$ cat src/include/brs_pkg.sv
// package for the boot remap and sram allocation decoder
package brs_pkg;
	localparam int ADDR_W = 32;
	localparam int BLK_N = 5;
	localparam int BLK_IDX_W = 3;
	localparam int BLK_OFF_W = 14;
	localparam int PAGE_W = 18;
	localparam int SIZE_W = 2;
	localparam logic [31:0] BOOT_BASE = 32'h0000_0000;
	localparam logic [31:0] BOOT_LIMIT = 32'h000F_FFFF;
	localparam logic [31:0] INSTRUCTION_TCM_BASE = 32'h0010_0000;
	localparam logic [31:0] DATA_TCM_BASE = 32'h0020_0000;
	localparam logic [31:0] AHB_BASE = 32'h0030_0000;
	localparam logic [31:0] SRAM16_BASE = 32'h0050_0000;
	localparam logic [31:0] ROM_BASE = 32'h0040_0000;
	localparam logic [31:0] CS_BASE = 32'h1000_0000;
	localparam logic [31:0] SYSC_BASE = 32'hFFFF_C000;
	localparam logic [31:0] REGION_MASK = 32'hFFF0_0000;
	localparam logic [31:0] SYSC_MASK = 32'hFFFF_C000;
	localparam logic [31:0] CS_MASK = 32'hF000_0000;
	localparam logic [31:0] SRAM16_MASK = 32'hFFFF_C000;
	localparam int CS_SHIFT = 28;
	localparam logic [3:0] CS_FIRST = 4'h1;
	localparam logic [3:0] CS_LAST = 4'h8;
	localparam logic [1:0] SIZE_0K = 2'h0;
	localparam logic [1:0] SIZE_16K = 2'h1;
	localparam logic [1:0] SIZE_32K = 2'h2;
	localparam logic [2:0] BLK_NONE = 3'h7;
	localparam logic [1:0] SMC_WIDTH_16 = 2'h1;

	typedef enum logic [9:0] {
		BRS_SEL_NONE = 10'b00_0000_0001,
		BRS_SEL_ROM = 10'b00_0000_0010,
		BRS_SEL_EXT = 10'b00_0000_0100,
		BRS_SEL_INSTRUCTION_TCM = 10'b00_0000_1000,
		BRS_SEL_DATA_TCM = 10'b00_0001_0000,
		BRS_SEL_AHB = 10'b00_0010_0000,
		BRS_SEL_SRAM16 = 10'b00_0100_0000,
		BRS_SEL_SYSC = 10'b00_1000_0000,
		BRS_SEL_BOOTRAM = 10'b01_0000_0000,
		BRS_SEL_OTHER = 10'b10_0000_0000
	} brs_sel_e;

	typedef enum logic [2:0] {
		BRS_ST_RESET = 3'b001,
		BRS_ST_RUN = 3'b010,
		BRS_ST_REMAP = 3'b100
	} brs_state_e;

	typedef struct packed {
		brs_sel_e sel;
		logic [2:0] block;
		logic [13:0] offset;
		logic [3:0] chip_select;
		logic [27:0] cs_offset;
		logic hit;
	} brs_route_s;

	typedef struct packed {
		logic byte_select;
		logic [1:0] data_width;
		logic strobe_by_cs;
	} brs_smc_cfg_s;
endpackage : brs_pkg

$ cat src/rtl/brs_decoder.sv
// boot region, remap and fast sram address decoder
//
// Behaviour
// - fast sram is five 16 KB blocks, each steered whole
// - one block always stays in the bus-matrix region
// - after reset all five blocks sit at 0x300000, order 4,3,2,1,0
// - 32K/32K: blocks 1,0 instruction_tcm; 3,2 data_tcm; 4 bus-matrix
// - reallocation moves blocks non-contiguously between regions
// - fast sram answers single-cycle from matrix and tcm ports
// - 16 KB sram decoded at 0x500000, single cycle
// - fetch starts at address zero showing the boot memory
// - remap set by software places internal sram at zero
// - remap clear: latched boot select picks rom or external
// - 0x0 to 0xFFFFF reserved for the boot mapping
// - boot select high maps embedded rom
// - boot select low maps external chip select 0
// - external boot: byte-select, 16-bit bus, cs-strobed access
// - unaffected memories stay at their own bases
// - each external chip select gets a 256 MB window
// - system controller decoded in top 16 KB
// - instruction_tcm and data_tcm sizes 0, 16 or 32 KB; rest to matrix
`timescale 1ns/100ps
`default_nettype none
module brs_decoder
	import brs_pkg::*;
(
	input wire logic core_clk_in,
	input wire logic rst_n_in,
	input wire logic boot_select_pin_in,
	input wire logic remap_in,
	input wire logic [1:0] instruction_tcm_size_in,
	input wire logic [1:0] data_tcm_size_in,
	input wire logic req_valid_in,
	input wire logic [31:0] req_addr_in,
	input wire logic tcm_valid_in,
	input wire logic tcm_is_data_in,
	input wire logic [15:0] tcm_addr_in,
	output brs_route_s route_out,
	output logic route_valid_out,
	output logic [2:0] tcm_block_out,
	output logic [13:0] tcm_offset_out,
	output logic tcm_valid_out,
	output brs_smc_cfg_s smc_cfg_out,
	output logic boot_rom_out,
	output logic remap_out
);
	//------------------------------------------------------------
	// boot strap and remap state
	//------------------------------------------------------------
	wire logic boot_rom;
	wire logic strap_valid;
	brs_state_e state;
	brs_state_e next_state;

	brs_boot_latch u_latch (
		.core_clk_in(core_clk_in),
		.rst_n_in(rst_n_in),
		.boot_select_pin_in(boot_select_pin_in),
		.boot_rom_out(boot_rom),
		.valid_out(strap_valid)
	);

	// remap only after the strap is known; clearing returns to boot map
	always_comb begin
		next_state = state;
		case (state)
			BRS_ST_RESET: next_state = strap_valid ? BRS_ST_RUN : state;
			BRS_ST_RUN: next_state = remap_in ? BRS_ST_REMAP : state;
			BRS_ST_REMAP: next_state = remap_in ? state : BRS_ST_RUN;
			default: next_state = BRS_ST_RESET;
		endcase
	end

	always_ff @(posedge core_clk_in or negedge rst_n_in) begin
		if (!rst_n_in)
			state <= BRS_ST_RESET;
		else
			state <= next_state;
	end

	//------------------------------------------------------------
	// matrix address decode
	//------------------------------------------------------------
	wire logic [31:0] a;
	wire logic in_boot;
	wire logic in_instruction_tcm;
	wire logic in_data_tcm;
	wire logic in_ahb;
	wire logic in_sram16;
	wire logic in_rom;
	wire logic in_sysc;
	wire logic [3:0] cs_num;
	wire logic in_cs;
	wire logic remapped;
	wire logic [2:0] slot;
	wire logic [1:0] region;
	wire logic [2:0] blk;

	assign a = req_addr_in;
	assign remapped = (state == BRS_ST_REMAP);
	assign in_boot = (a & REGION_MASK) == BOOT_BASE;
	assign in_instruction_tcm = (a & REGION_MASK) == INSTRUCTION_TCM_BASE;
	assign in_data_tcm = (a & REGION_MASK) == DATA_TCM_BASE;
	assign in_ahb = (a & REGION_MASK) == AHB_BASE;
	assign in_rom = (a & REGION_MASK) == ROM_BASE;
	assign in_sram16 = (a & SRAM16_MASK) == SRAM16_BASE;
	assign in_sysc = (a & SYSC_MASK) == SYSC_BASE;
	assign cs_num = a[31:CS_SHIFT];
	assign in_cs = (cs_num >= CS_FIRST) && (cs_num <= CS_LAST);
	assign slot = 3'(a[PAGE_W + 1:BLK_OFF_W]);
	// boot area after remap reads the ahb region from its base
	assign region = (in_instruction_tcm) ? 2'd0 : (in_data_tcm) ? 2'd1 : 2'd2;

	brs_block_map u_map (
		.instruction_tcm_size_in(instruction_tcm_size_in),
		.data_tcm_size_in(data_tcm_size_in),
		.region_in(region),
		.slot_in(a[19:17] == 3'd0 ? slot : BLK_NONE),
		.block_out(blk)
	);

	// boot area: remap wins, else the latched strap picks rom or cs0
	wire brs_sel_e boot_sel;
	assign boot_sel = remapped ? BRS_SEL_BOOTRAM :
		(boot_rom ? BRS_SEL_ROM : BRS_SEL_EXT);

	wire brs_sel_e next_sel;
	assign next_sel = in_boot ? boot_sel :
		(in_instruction_tcm && blk != BLK_NONE) ? BRS_SEL_INSTRUCTION_TCM :
		(in_data_tcm && blk != BLK_NONE) ? BRS_SEL_DATA_TCM :
		(in_ahb && blk != BLK_NONE) ? BRS_SEL_AHB :
		in_rom ? BRS_SEL_ROM :
		in_sram16 ? BRS_SEL_SRAM16 :
		in_sysc ? BRS_SEL_SYSC :
		in_cs ? BRS_SEL_OTHER : BRS_SEL_NONE;

	wire brs_route_s next_route;
	assign next_route.sel = next_sel;
	assign next_route.block = (next_sel == BRS_SEL_BOOTRAM) ? 3'd4 :
		(in_instruction_tcm || in_data_tcm || in_ahb) ? blk : BLK_NONE;
	assign next_route.offset = a[BLK_OFF_W - 1:0];
	assign next_route.chip_select = in_boot ? 4'h0 :
		(in_cs ? cs_num - CS_FIRST : 4'h0);
	assign next_route.cs_offset = a[CS_SHIFT - 1:0];
	assign next_route.hit = (next_sel != BRS_SEL_NONE);

	// one registered stage: decode ready one cycle after request
	always_ff @(posedge core_clk_in or negedge rst_n_in) begin
		if (!rst_n_in) begin
			route_out <= '{BRS_SEL_NONE, BLK_NONE, 14'h0000, 4'h0,
				28'h000_0000, 1'b0};
			route_valid_out <= 1'b0;
		end else begin
			route_out <= next_route;
			route_valid_out <= req_valid_in && (state != BRS_ST_RESET);
		end
	end

	//------------------------------------------------------------
	// processor tcm port decode
	//------------------------------------------------------------
	wire logic [2:0] tcm_blk;
	brs_block_map u_tcm_map (
		.instruction_tcm_size_in(instruction_tcm_size_in),
		.data_tcm_size_in(data_tcm_size_in),
		.region_in(tcm_is_data_in ? 2'd1 : 2'd0),
		.slot_in({2'b00, tcm_addr_in[BLK_OFF_W]}),
		.block_out(tcm_blk)
	);

	// tcm hits answer in a single cycle at processor rate
	always_ff @(posedge core_clk_in or negedge rst_n_in) begin
		if (!rst_n_in) begin
			tcm_block_out <= BLK_NONE;
			tcm_offset_out <= 14'h0000;
			tcm_valid_out <= 1'b0;
		end else begin
			tcm_block_out <= tcm_blk;
			tcm_offset_out <= tcm_addr_in[BLK_OFF_W - 1:0];
			tcm_valid_out <= tcm_valid_in && tcm_blk != BLK_NONE;
		end
	end

	//------------------------------------------------------------
	// status and static controller default
	//------------------------------------------------------------
	always_ff @(posedge core_clk_in or negedge rst_n_in) begin
		if (!rst_n_in) begin
			smc_cfg_out <= '{1'b1, SMC_WIDTH_16, 1'b1};
			boot_rom_out <= 1'b1;
			remap_out <= 1'b0;
		end else begin
			smc_cfg_out <= '{1'b1, SMC_WIDTH_16, 1'b1};
			boot_rom_out <= boot_rom;
			remap_out <= (next_state == BRS_ST_REMAP);
		end
	end

	//------------------------------------------------------------
	// checks
	//------------------------------------------------------------
	property p_ahb_keeps_block4;
		@(posedge core_clk_in) disable iff (!rst_n_in)
		(req_valid_in && a == AHB_BASE && state != BRS_ST_RESET) |=>
		(route_out.block == 3'd4 && route_out.sel == BRS_SEL_AHB);
	endproperty
	a_ahb_keeps_block4: assert property (p_ahb_keeps_block4)
		else $error("ahb base not on block 4");

	property p_reset_order;
		@(posedge core_clk_in) disable iff (!rst_n_in)
		(instruction_tcm_size_in == SIZE_0K && data_tcm_size_in == SIZE_0K &&
		(a & 32'hFFFF_C000) == 32'h0031_0000) |=>
		(route_out.block == 3'd0);
	endproperty
	a_reset_order: assert property (p_reset_order)
		else $error("reset layout top block wrong");

	property p_full_tcm;
		@(posedge core_clk_in) disable iff (!rst_n_in)
		(instruction_tcm_size_in == SIZE_32K && data_tcm_size_in == SIZE_32K &&
		a == 32'h0020_4000) |=> (route_out.block == 3'd2);
	endproperty
	a_full_tcm: assert property (p_full_tcm)
		else $error("data_tcm second slot wrong");

	property p_boot_pick;
		@(posedge core_clk_in) disable iff (!rst_n_in)
		(in_boot && state == BRS_ST_RUN) |=>
		(route_out.sel == (boot_rom ? BRS_SEL_ROM : BRS_SEL_EXT));
	endproperty
	a_boot_pick: assert property (p_boot_pick)
		else $error("boot memory choice wrong");

	property p_remap_ram;
		@(posedge core_clk_in) disable iff (!rst_n_in)
		(in_boot && state == BRS_ST_REMAP) |=>
		(route_out.sel == BRS_SEL_BOOTRAM);
	endproperty
	a_remap_ram: assert property (p_remap_ram)
		else $error("remap did not place sram at zero");

	property p_strap_hold;
		@(posedge core_clk_in) disable iff (!rst_n_in)
		strap_valid |=> $stable(boot_rom);
	endproperty
	a_strap_hold: assert property (p_strap_hold)
		else $error("strap changed after capture");

	property p_sram16;
		@(posedge core_clk_in) disable iff (!rst_n_in)
		(req_valid_in && in_sram16 && state != BRS_ST_RESET) |=>
		(route_valid_out && route_out.sel == BRS_SEL_SRAM16);
	endproperty
	a_sram16: assert property (p_sram16)
		else $error("16 KB sram not decoded");

	property p_sysc;
		@(posedge core_clk_in) disable iff (!rst_n_in)
		(a[31:14] == 18'h3_FFFF) |=> (route_out.sel == BRS_SEL_SYSC);
	endproperty
	a_sysc: assert property (p_sysc)
		else $error("system controller window missed");

	property p_tcm_answer;
		@(posedge core_clk_in) disable iff (!rst_n_in)
		(tcm_valid_in && tcm_blk != BLK_NONE) |=>
		(tcm_valid_out && tcm_block_out == $past(tcm_blk));
	endproperty
	a_tcm_answer: assert property (p_tcm_answer)
		else $error("tcm hit not answered next cycle");

	property p_refuse_early;
		@(posedge core_clk_in) disable iff (!rst_n_in)
		(state == BRS_ST_RESET) |=> !route_valid_out;
	endproperty
	a_refuse_early: assert property (p_refuse_early)
		else $error("request answered before strap known");

	property p_remap_flag;
		@(posedge core_clk_in) disable iff (!rst_n_in)
		(state == BRS_ST_RUN && remap_in) |=> remap_out;
	endproperty
	a_remap_flag: assert property (p_remap_flag)
		else $error("remap state not shown");

	property p_rom_stays;
		@(posedge core_clk_in) disable iff (!rst_n_in)
		in_rom |=> (route_out.sel == BRS_SEL_ROM);
	endproperty
	a_rom_stays: assert property (p_rom_stays)
		else $error("rom left its own base");

	property p_cs_window;
		@(posedge core_clk_in) disable iff (!rst_n_in)
		(a[31:28] == 4'h2) |=>
		(route_out.sel == BRS_SEL_OTHER && route_out.chip_select == 4'h1);
	endproperty
	a_cs_window: assert property (p_cs_window)
		else $error("chip select window decoded wrong");

	property p_ext_boot;
		@(posedge core_clk_in) disable iff (!rst_n_in)
		(in_boot && state == BRS_ST_RUN && !boot_rom) |=>
		(route_out.sel == BRS_SEL_EXT);
	endproperty
	a_ext_boot: assert property (p_ext_boot)
		else $error("external boot memory not at zero");
endmodule // brs_decoder
`default_nettype wire

$ cat src/rtl/brs_block_map.sv
// steering of the five 16 KB sram blocks into instruction_tcm, data_tcm and ahb regions
`timescale 1ns/100ps
`default_nettype none
module brs_block_map
	import brs_pkg::*;
(
	input wire logic [1:0] instruction_tcm_size_in,
	input wire logic [1:0] data_tcm_size_in,
	input wire logic [1:0] region_in,
	input wire logic [2:0] slot_in,
	output logic [2:0] block_out
);
	// clip sizes to 32 KB; a reserved size code reads as 32 KB
	wire logic [2:0] n_instruction_tcm;
	wire logic [2:0] n_data_tcm;
	wire logic [2:0] n_ahb;
	assign n_instruction_tcm = (instruction_tcm_size_in >= SIZE_32K) ? 3'd2 : {1'b0, instruction_tcm_size_in};
	assign n_data_tcm = (data_tcm_size_in >= SIZE_32K) ? 3'd2 : {1'b0, data_tcm_size_in};
	assign n_ahb = 3'(BLK_N) - n_instruction_tcm - n_data_tcm;

	// instruction_tcm takes blocks 1,0; data_tcm 3,2; ahb gets block 4 then the leftovers
	// from high to low, so blocks move without staying contiguous
	always_comb begin
		block_out = BLK_NONE;
		case (region_in)
			2'd0: begin
				if (slot_in < n_instruction_tcm)
					block_out = 3'd1 - slot_in;
			end
			2'd1: begin
				if (slot_in < n_data_tcm)
					block_out = 3'd3 - slot_in;
			end
			2'd2: begin
				if (slot_in == 3'd0)
					block_out = 3'd4;
				else if (slot_in < n_ahb) begin
					// free high blocks skip those data_tcm holds
					if (slot_in <= 3'd2 - n_data_tcm)
						block_out = 3'd4 - n_data_tcm - slot_in;
					else // free low blocks skip those instruction_tcm holds
						block_out = 3'd1 - n_instruction_tcm -
							(slot_in - (3'd3 - n_data_tcm));
				end
			end
			default: block_out = BLK_NONE;
		endcase
	end
endmodule // brs_block_map
`default_nettype wire

$ cat src/rtl/brs_boot_latch.sv
// boot select strap capture at reset release
`timescale 1ns/100ps
`default_nettype none
module brs_boot_latch (
	input wire logic core_clk_in,
	input wire logic rst_n_in,
	input wire logic boot_select_pin_in,
	output logic boot_rom_out,
	output logic valid_out
);
	// strap caught on the first clocked edge after release, then frozen
	always_ff @(posedge core_clk_in or negedge rst_n_in) begin
		if (!rst_n_in) begin
			boot_rom_out <= 1'b1;
			valid_out <= 1'b0;
		end else if (!valid_out) begin
			boot_rom_out <= boot_select_pin_in;
			valid_out <= 1'b1;
		end
	end
endmodule // brs_boot_latch
`default_nettype wire

$ cat config.mk
export PLATFORM = sky130hd
export DESIGN_NAME = brs_decoder
export DESIGN_NICKNAME = d
export VERILOG_FILES = /design/src/include/brs_pkg.sv /design/src/rtl/brs_decoder.sv /design/src/rtl/brs_block_map.sv /design/src/rtl/brs_boot_latch.sv
export SDC_FILE = /design/constraint.sdc
export NUM_CORES = 1
export LEC_CHECK = 0
export BUFFER_PORTS_ARGS = -buffer_cell sky130_fd_sc_hd__buf_2
export CORE_ASPECT_RATIO = 0.6
export CORE_MARGIN = 2
export CORE_UTILIZATION = 40
export DETAILED_ROUTE_END_ITERATION = 8
export PLACE_DENSITY = 0.69
export SLEW_MARGIN = 10
export SYNTH_ARGS = -nofsm -noshare
export SYNTH_HDL_FRONTEND = slang
export SYNTH_SLANG_ARGS = --single-unit
$ cat constraint.sdc
create_clock -name core_clk_in -period 1.95 [get_ports core_clk_in]
set_input_delay 0.39 -clock core_clk_in [delete_from_list [all_inputs] [get_ports core_clk_in]]
set_output_delay 0.39 -clock core_clk_in [all_outputs]
set_load 0.02 [all_outputs]
# ---- Word level (Yosys, flattened, before mapping)
# Cells that the tools add are included.
dict set report word_totals {
  register_bits 86
  output_inout_bits 85
  wordCells 113
}
dict set report classes {
  addsub 17
  order_cmp 12
  eq_ne 19
  muxes 36
  reduce_logical 14
}
# operator n
set ops {}
lappend ops {{$mux W10} 8}
lappend ops {{$mux W3} 17}
lappend ops {{$logic_not A32 Y1} 1}
lappend ops {{$pmux W3 S3} 3}
lappend ops {{$eq A12 B2 Y1 const B} 2}
lappend ops {{$eq A18 B18 Y1 const B} 1}
lappend ops {{$eq A18 B9 Y1 const B} 1}
lappend ops {{$sub A3 B3 Y3} 5}
lappend ops {{$eq A12 B1 Y1 const B} 1}
lappend ops {{$eq A12 B3 Y1 const B} 1}
lappend ops {{$eq A10 B9 Y1 const B} 1}
lappend ops {{$ne A10 B1 Y1 const B} 1}
lappend ops {{$logic_not A3 Y1} 3}
lappend ops {{$lt A3 B3 Y1} 3}
lappend ops {{$mux W9} 1}
lappend ops {{$sub A2 B3 Y3 const A} 3}
lappend ops {{$mux W2} 4}
lappend ops {{$mux W4} 2}
lappend ops {{$eq A3 B3 Y1 const B} 2}
lappend ops {{$logic_and A1 B1 Y1} 6}
lappend ops {{$lt A1 B3 Y1} 2}
lappend ops {{$ne A3 B3 Y1 const B} 2}
lappend ops {{$sub A1 B3 Y3 const A} 2}
lappend ops {{$ge A2 B2 Y1 const B} 2}
lappend ops {{22 further kinds} 24}

# ---- Depth between registers and ports, before layout
dict set report logic_depth {
  depth_word 17
  ltp_mapped 15
  mapped_depth_nobuf 14
}

# ---- Cells and area by module
# A second synthesis with hierarchy kept.
dict set report hier_totals {
  cells_unflattened 309
  area_unflattened_um2 3567.2
}
# mod n_inst cells_per_inst area_per_inst_um2
set by_module_without_submodules {}
lappend by_module_without_submodules {brs_decoder 1 171 2438.6}
lappend by_module_without_submodules {brs_block_map 2 67 529.3}
lappend by_module_without_submodules {brs_boot_latch 1 4 70.1}

# ---- Worst setup path after synthesis
# OpenSTA, ideal clock, no wires.
dict set report synth_timing {
  kind {input to register}
  start {input port req_addr_in[14]}
  end {register route_out[0] (netlist name)}
  setup_time_ns 0.150
  arrival_ns 2.963
  required_time_ns 1.800
  slack_ns -1.163
  path_stages 13
  cell_sequence {or4_1 > buf_2 > ha_1 > inv_1 > ha_1 > fa_1 > xnor2_1 > xnor2_1 > xnor2_1 > o211a_1 > a21oi_1 > and2_4 > a31oi_1}
}
# item line
set synth_rtl {}
lappend synth_rtl {{start, declared} brs_decoder.sv:34} ;# input wire logic [31:0] req_addr_in,
lappend synth_rtl {{end signal, assigned} brs_decoder.sv:150} ;# route_out <= '{BRS_SEL_NONE, BLK_NONE, 14'h0000, 4'h0,
lappend synth_rtl {{end signal, assigned} brs_decoder.sv:154} ;# route_out <= next_route;
lappend synth_rtl {{end, declared} brs_decoder.sv:38} ;# output brs_route_s route_out,

==> metrics.yaml <==
cts:
  cts_tree: "done"
  clk_pin_slew_worst_paths_ns: 0.06
  htree_levels: 3
  cts_made_buffers: 9
  worstSkewPairLatency_ns: 0.32
  cts-root-buf: "clkbuf_16"
  clock_sinks: 72
  clk_path_buf_depth: 2
worst_setup_path:
  crit_chain: "buf_6 > or4_4 > ha_4 > inv_2 > ha_4 > fa_2 > or3b_1 > a31oi_1 > a311o_1 > and2_4 > a31oi_1"
  cpLargestDelayFamily: "simple AND/OR/NAND/NOR gates"
  crit_required_ns: 2.14
  worst-path-buf-inv: 2
  setup.worst_path.start_class: "input port"
  critPathKind: "input port to flip-flop"
  endpoint_kind: "flip-flop"
  r2r-start: "state[0]$_DFF_PN1_"
  cp.arrival_ns: 3.06
  startpoint: "req_addr_in[17]"
  cpMaxStageDelayCell: "or4_4"
  worst_path_largest_cell_delay_ns: 0.55
  crit_fanout: 4
layout:
  nFillCells: 599
  area_delta_synth_final_pct: 53.82
  layout.nets: 539
  insertedDiodeCount: 0
  drive_gt1_frac: 0.5650
  multi_input_comb_area_um2: 1235
  final_cells: 573
  regArea_um2: 1814
logic_synthesis:
  synthArstFlopShare: 1.000
  synth_top_area_cell: "dfrtp_1"
  synth.top_cells.by_area: "dfrtp_1 (50%), dfstp_2 (8.4%), ha_1 (5.6%)"
  post-synth-top-count-cell: "dfrtp_1"
  synth-main-ff-cell: "dfrtp_1"
  yosysTopAreaCellShare: 0.4962
  synthesis.area_um2: 3127
  syn_area_per_cell_um2: 11.75
  yosysSeqAreaShare: 0.5802
  synth_common_cells: "dfrtp_1 (62), buf_4 (18), nor2_1 (17)"
  synth-seq-cells: 72
  synth_edf_count: 0
  netlist_instances: 266
  yosys_warnings: 0
  ys_types: 54
pwr:
  p_seq_frac: 0.394
  cellLeakagePower_nw: 2.449
  switching_share: 0.2610
  power_frac_comb: 0.194
  switchingPower_mw: 1.109
  power_density_nw_per_um2: 883.9
  pwr-share-clk: 0.412
  p_total_mw: 4.251
  ir_drop_mv: 0.4279
  intPower_mw: 3.142
status:
  violations: "negative setup slack"
  status: "complete, but fails checks"
global_routing:
  antenna_found_initial: 0
  grt_pass1_vias: 2765
  grt_start_max_net_pins: 30
  grt.total_usage: 0.2130
  grt_first_pass_wirelength_mm: 13.94
  grt_overflow_total: 0
min_path:
  hp-class: "input port to flip-flop"
  min_from: "tcm_addr_in[7]"
placement:
  dp_hpwl_mm: 6.830
  portBuffers: 138
  dp.cells: 553
  place_congestion: 0.9182
  dp_slack_ns: -1.214
route:
  met3_length_um: 848
  wire_per_inst_um: 15.10
  postRouteAntennaNets: 0
  met2_length_mm: 3.792
  drt_wl_total_mm: 8.654
  remaining_drc_errors: 0
  drtIter0Drc: 168
  top_layer_used: "met3"
  wl_met1_mm: 4.012
  vias_per_cell: 4.702
  vias: 2694
  first_pass_iters: 4
timing:
  fmax_ghz: 0.3482
  slew_viol_final: 0
  fin_ws_ns: -0.9218
  finalHoldViolCount: 0
  tns_ns: -6.449
  timing.hold.ws_ns: 0.1697
  setup_violations: 8
  finalCritPeriodShare: 1.473
  rsz0062_at_grt: "true"
  post-route-min-period_ns: 2.872
  finalClockSkew_ns: 0.001799
floorplanning:
  die_h_um: 72.49
  start_util: 0.4216
  ios: 144
  fp-row-count: 24
  die-area_um2: 8563
  die_w_um: 118.1
  coreArea_um2: 7417
flow_run:
  drv_cap: 0
-- power groups by stage --
stage	Combinational, mW	Sequential, mW	Clock, mW
6_report	0.825	1.68	1.75
3_3_place_gp	0.769	1.70	0
2_1_floorplan	0.368	1.79	0
4_1_cts	0.812	1.68	1.79
5_1_grt	0.900	1.69	1.87
3_5_place_dp	0.785	1.70	0
-- path summary, 6_finish.rpt --
path / slack (ns) / cells past startpoint / endpoint
min reg2reg: 0.39 / 0 / boot_rom_out$_DFF_PN1_
max in group asynchronous: 0.80 / 3 / tcm_block_out[2]$_DFF_PN1_
min: 0.17 / 1 / tcm_offset_out[7]$_DFF_PN0_
max reg2reg: 0.75 / 6 / route_out[51]$_DFF_PN0_
max: -0.92 / 11 / route_out[0]$_DFF_PN0_
min in group asynchronous: 0.53 / 2 / route_out[57]$_DFF_PN0_
-- cell type report --
class	instances	area share
Multi-Input combinational cell	157	0.2568
Clock inverter	5	0.01639
Clock buffer	11	0.05047
Sequential cell	72	0.3772
Inverter	16	0.01301
Tap cell	104	0.02706
Timing Repair Buffer	208	0.2591
-- cells in the final DEF, fill, tap and decap left out, types with 3 or more instances in the layout --
master	n
o21ai_1	3
conb_1	6
or2_2	3
xnor2_1	5
nand4_1	3
nand2_1	12
inv_1	13
nor2b_1	4
nand3_1	3
clkbuf_16	9
mux2i_1	3
ha_1	9
a21o_1	3
nor4_1	4
buf_4	69
nand2b_1	6
dfrtp_1	62
nor2_1	17
o21ai_0	3
buf_2	135
ha_4	3
nor3_1	5
dfstp_2	10
a31oi_1	4
a21oi_1	7
and3_1	3
-- repair_timing --
| action | CTS | global route |
|---|---|---|
| buffers inserted | 1 | 2 |
| hold buffers | 1 | 0 |
| hold endpoints to repair | 23 | 0 |
| gates cloned | 0 | 0 |
| pin swaps | 4 | 15 |
| setup endpoints to repair | 9 | 9 |
| resized for setup | 8 | 8 |
-- worst reg2reg max path, cell delays in order (launching register included) --
cell and delay [ns]:
dfstp_2 0.54, inv_1 0.07, nand2_1 0.10, nor2_1 0.08, inv_1 0.06, a21oi_1 0.06
nor4_1 0.18
-- flip-flops by register name, summed over array words and instances, names as in the netlist --
signal / cells
boot_rom_out: 1
remap_out: 1
route_out: 46
route_valid_out: 1
state: 3
tcm_block_out: 3
tcm_offset_out: 14
tcm_valid_out: 1
u_latch.boot_rom_out: 1
u_latch.valid_out: 1
-- routing by layer --
layer / up-vias / track usage
li1: 1288 / -
met1: 1286 / 0.2974
met2: 120 / 0.3141
met3: 0 / 0.09355
met4: 0 / 0.03347
met5: - / 0
-- cell families (layout without fill, tap and decap cells) --
group,count (synthesis),after routing,share of synthesized area
and+or+nand+nor,78,78,0.1381
DFF,72,72,0.5802
AOI/OAI and AO/OA,43,43,0.09323
buffers and inverters,41,240,0.07163
adders and majority gates,16,16,0.06883
xor gates and xnor gates,10,10,0.03241
muxes,4,4,0.01321
other,2,6,0.002402
-- through the flow --
step                cell area [µm²]    util
global route                   4810  0.6484
floorplan                      3251       -
finish                         4810  0.6484
global placement               4374  0.5897
detailed placement             4374  0.5897
CTS                            4758  0.6415
(Power assumes the default switching activity.)
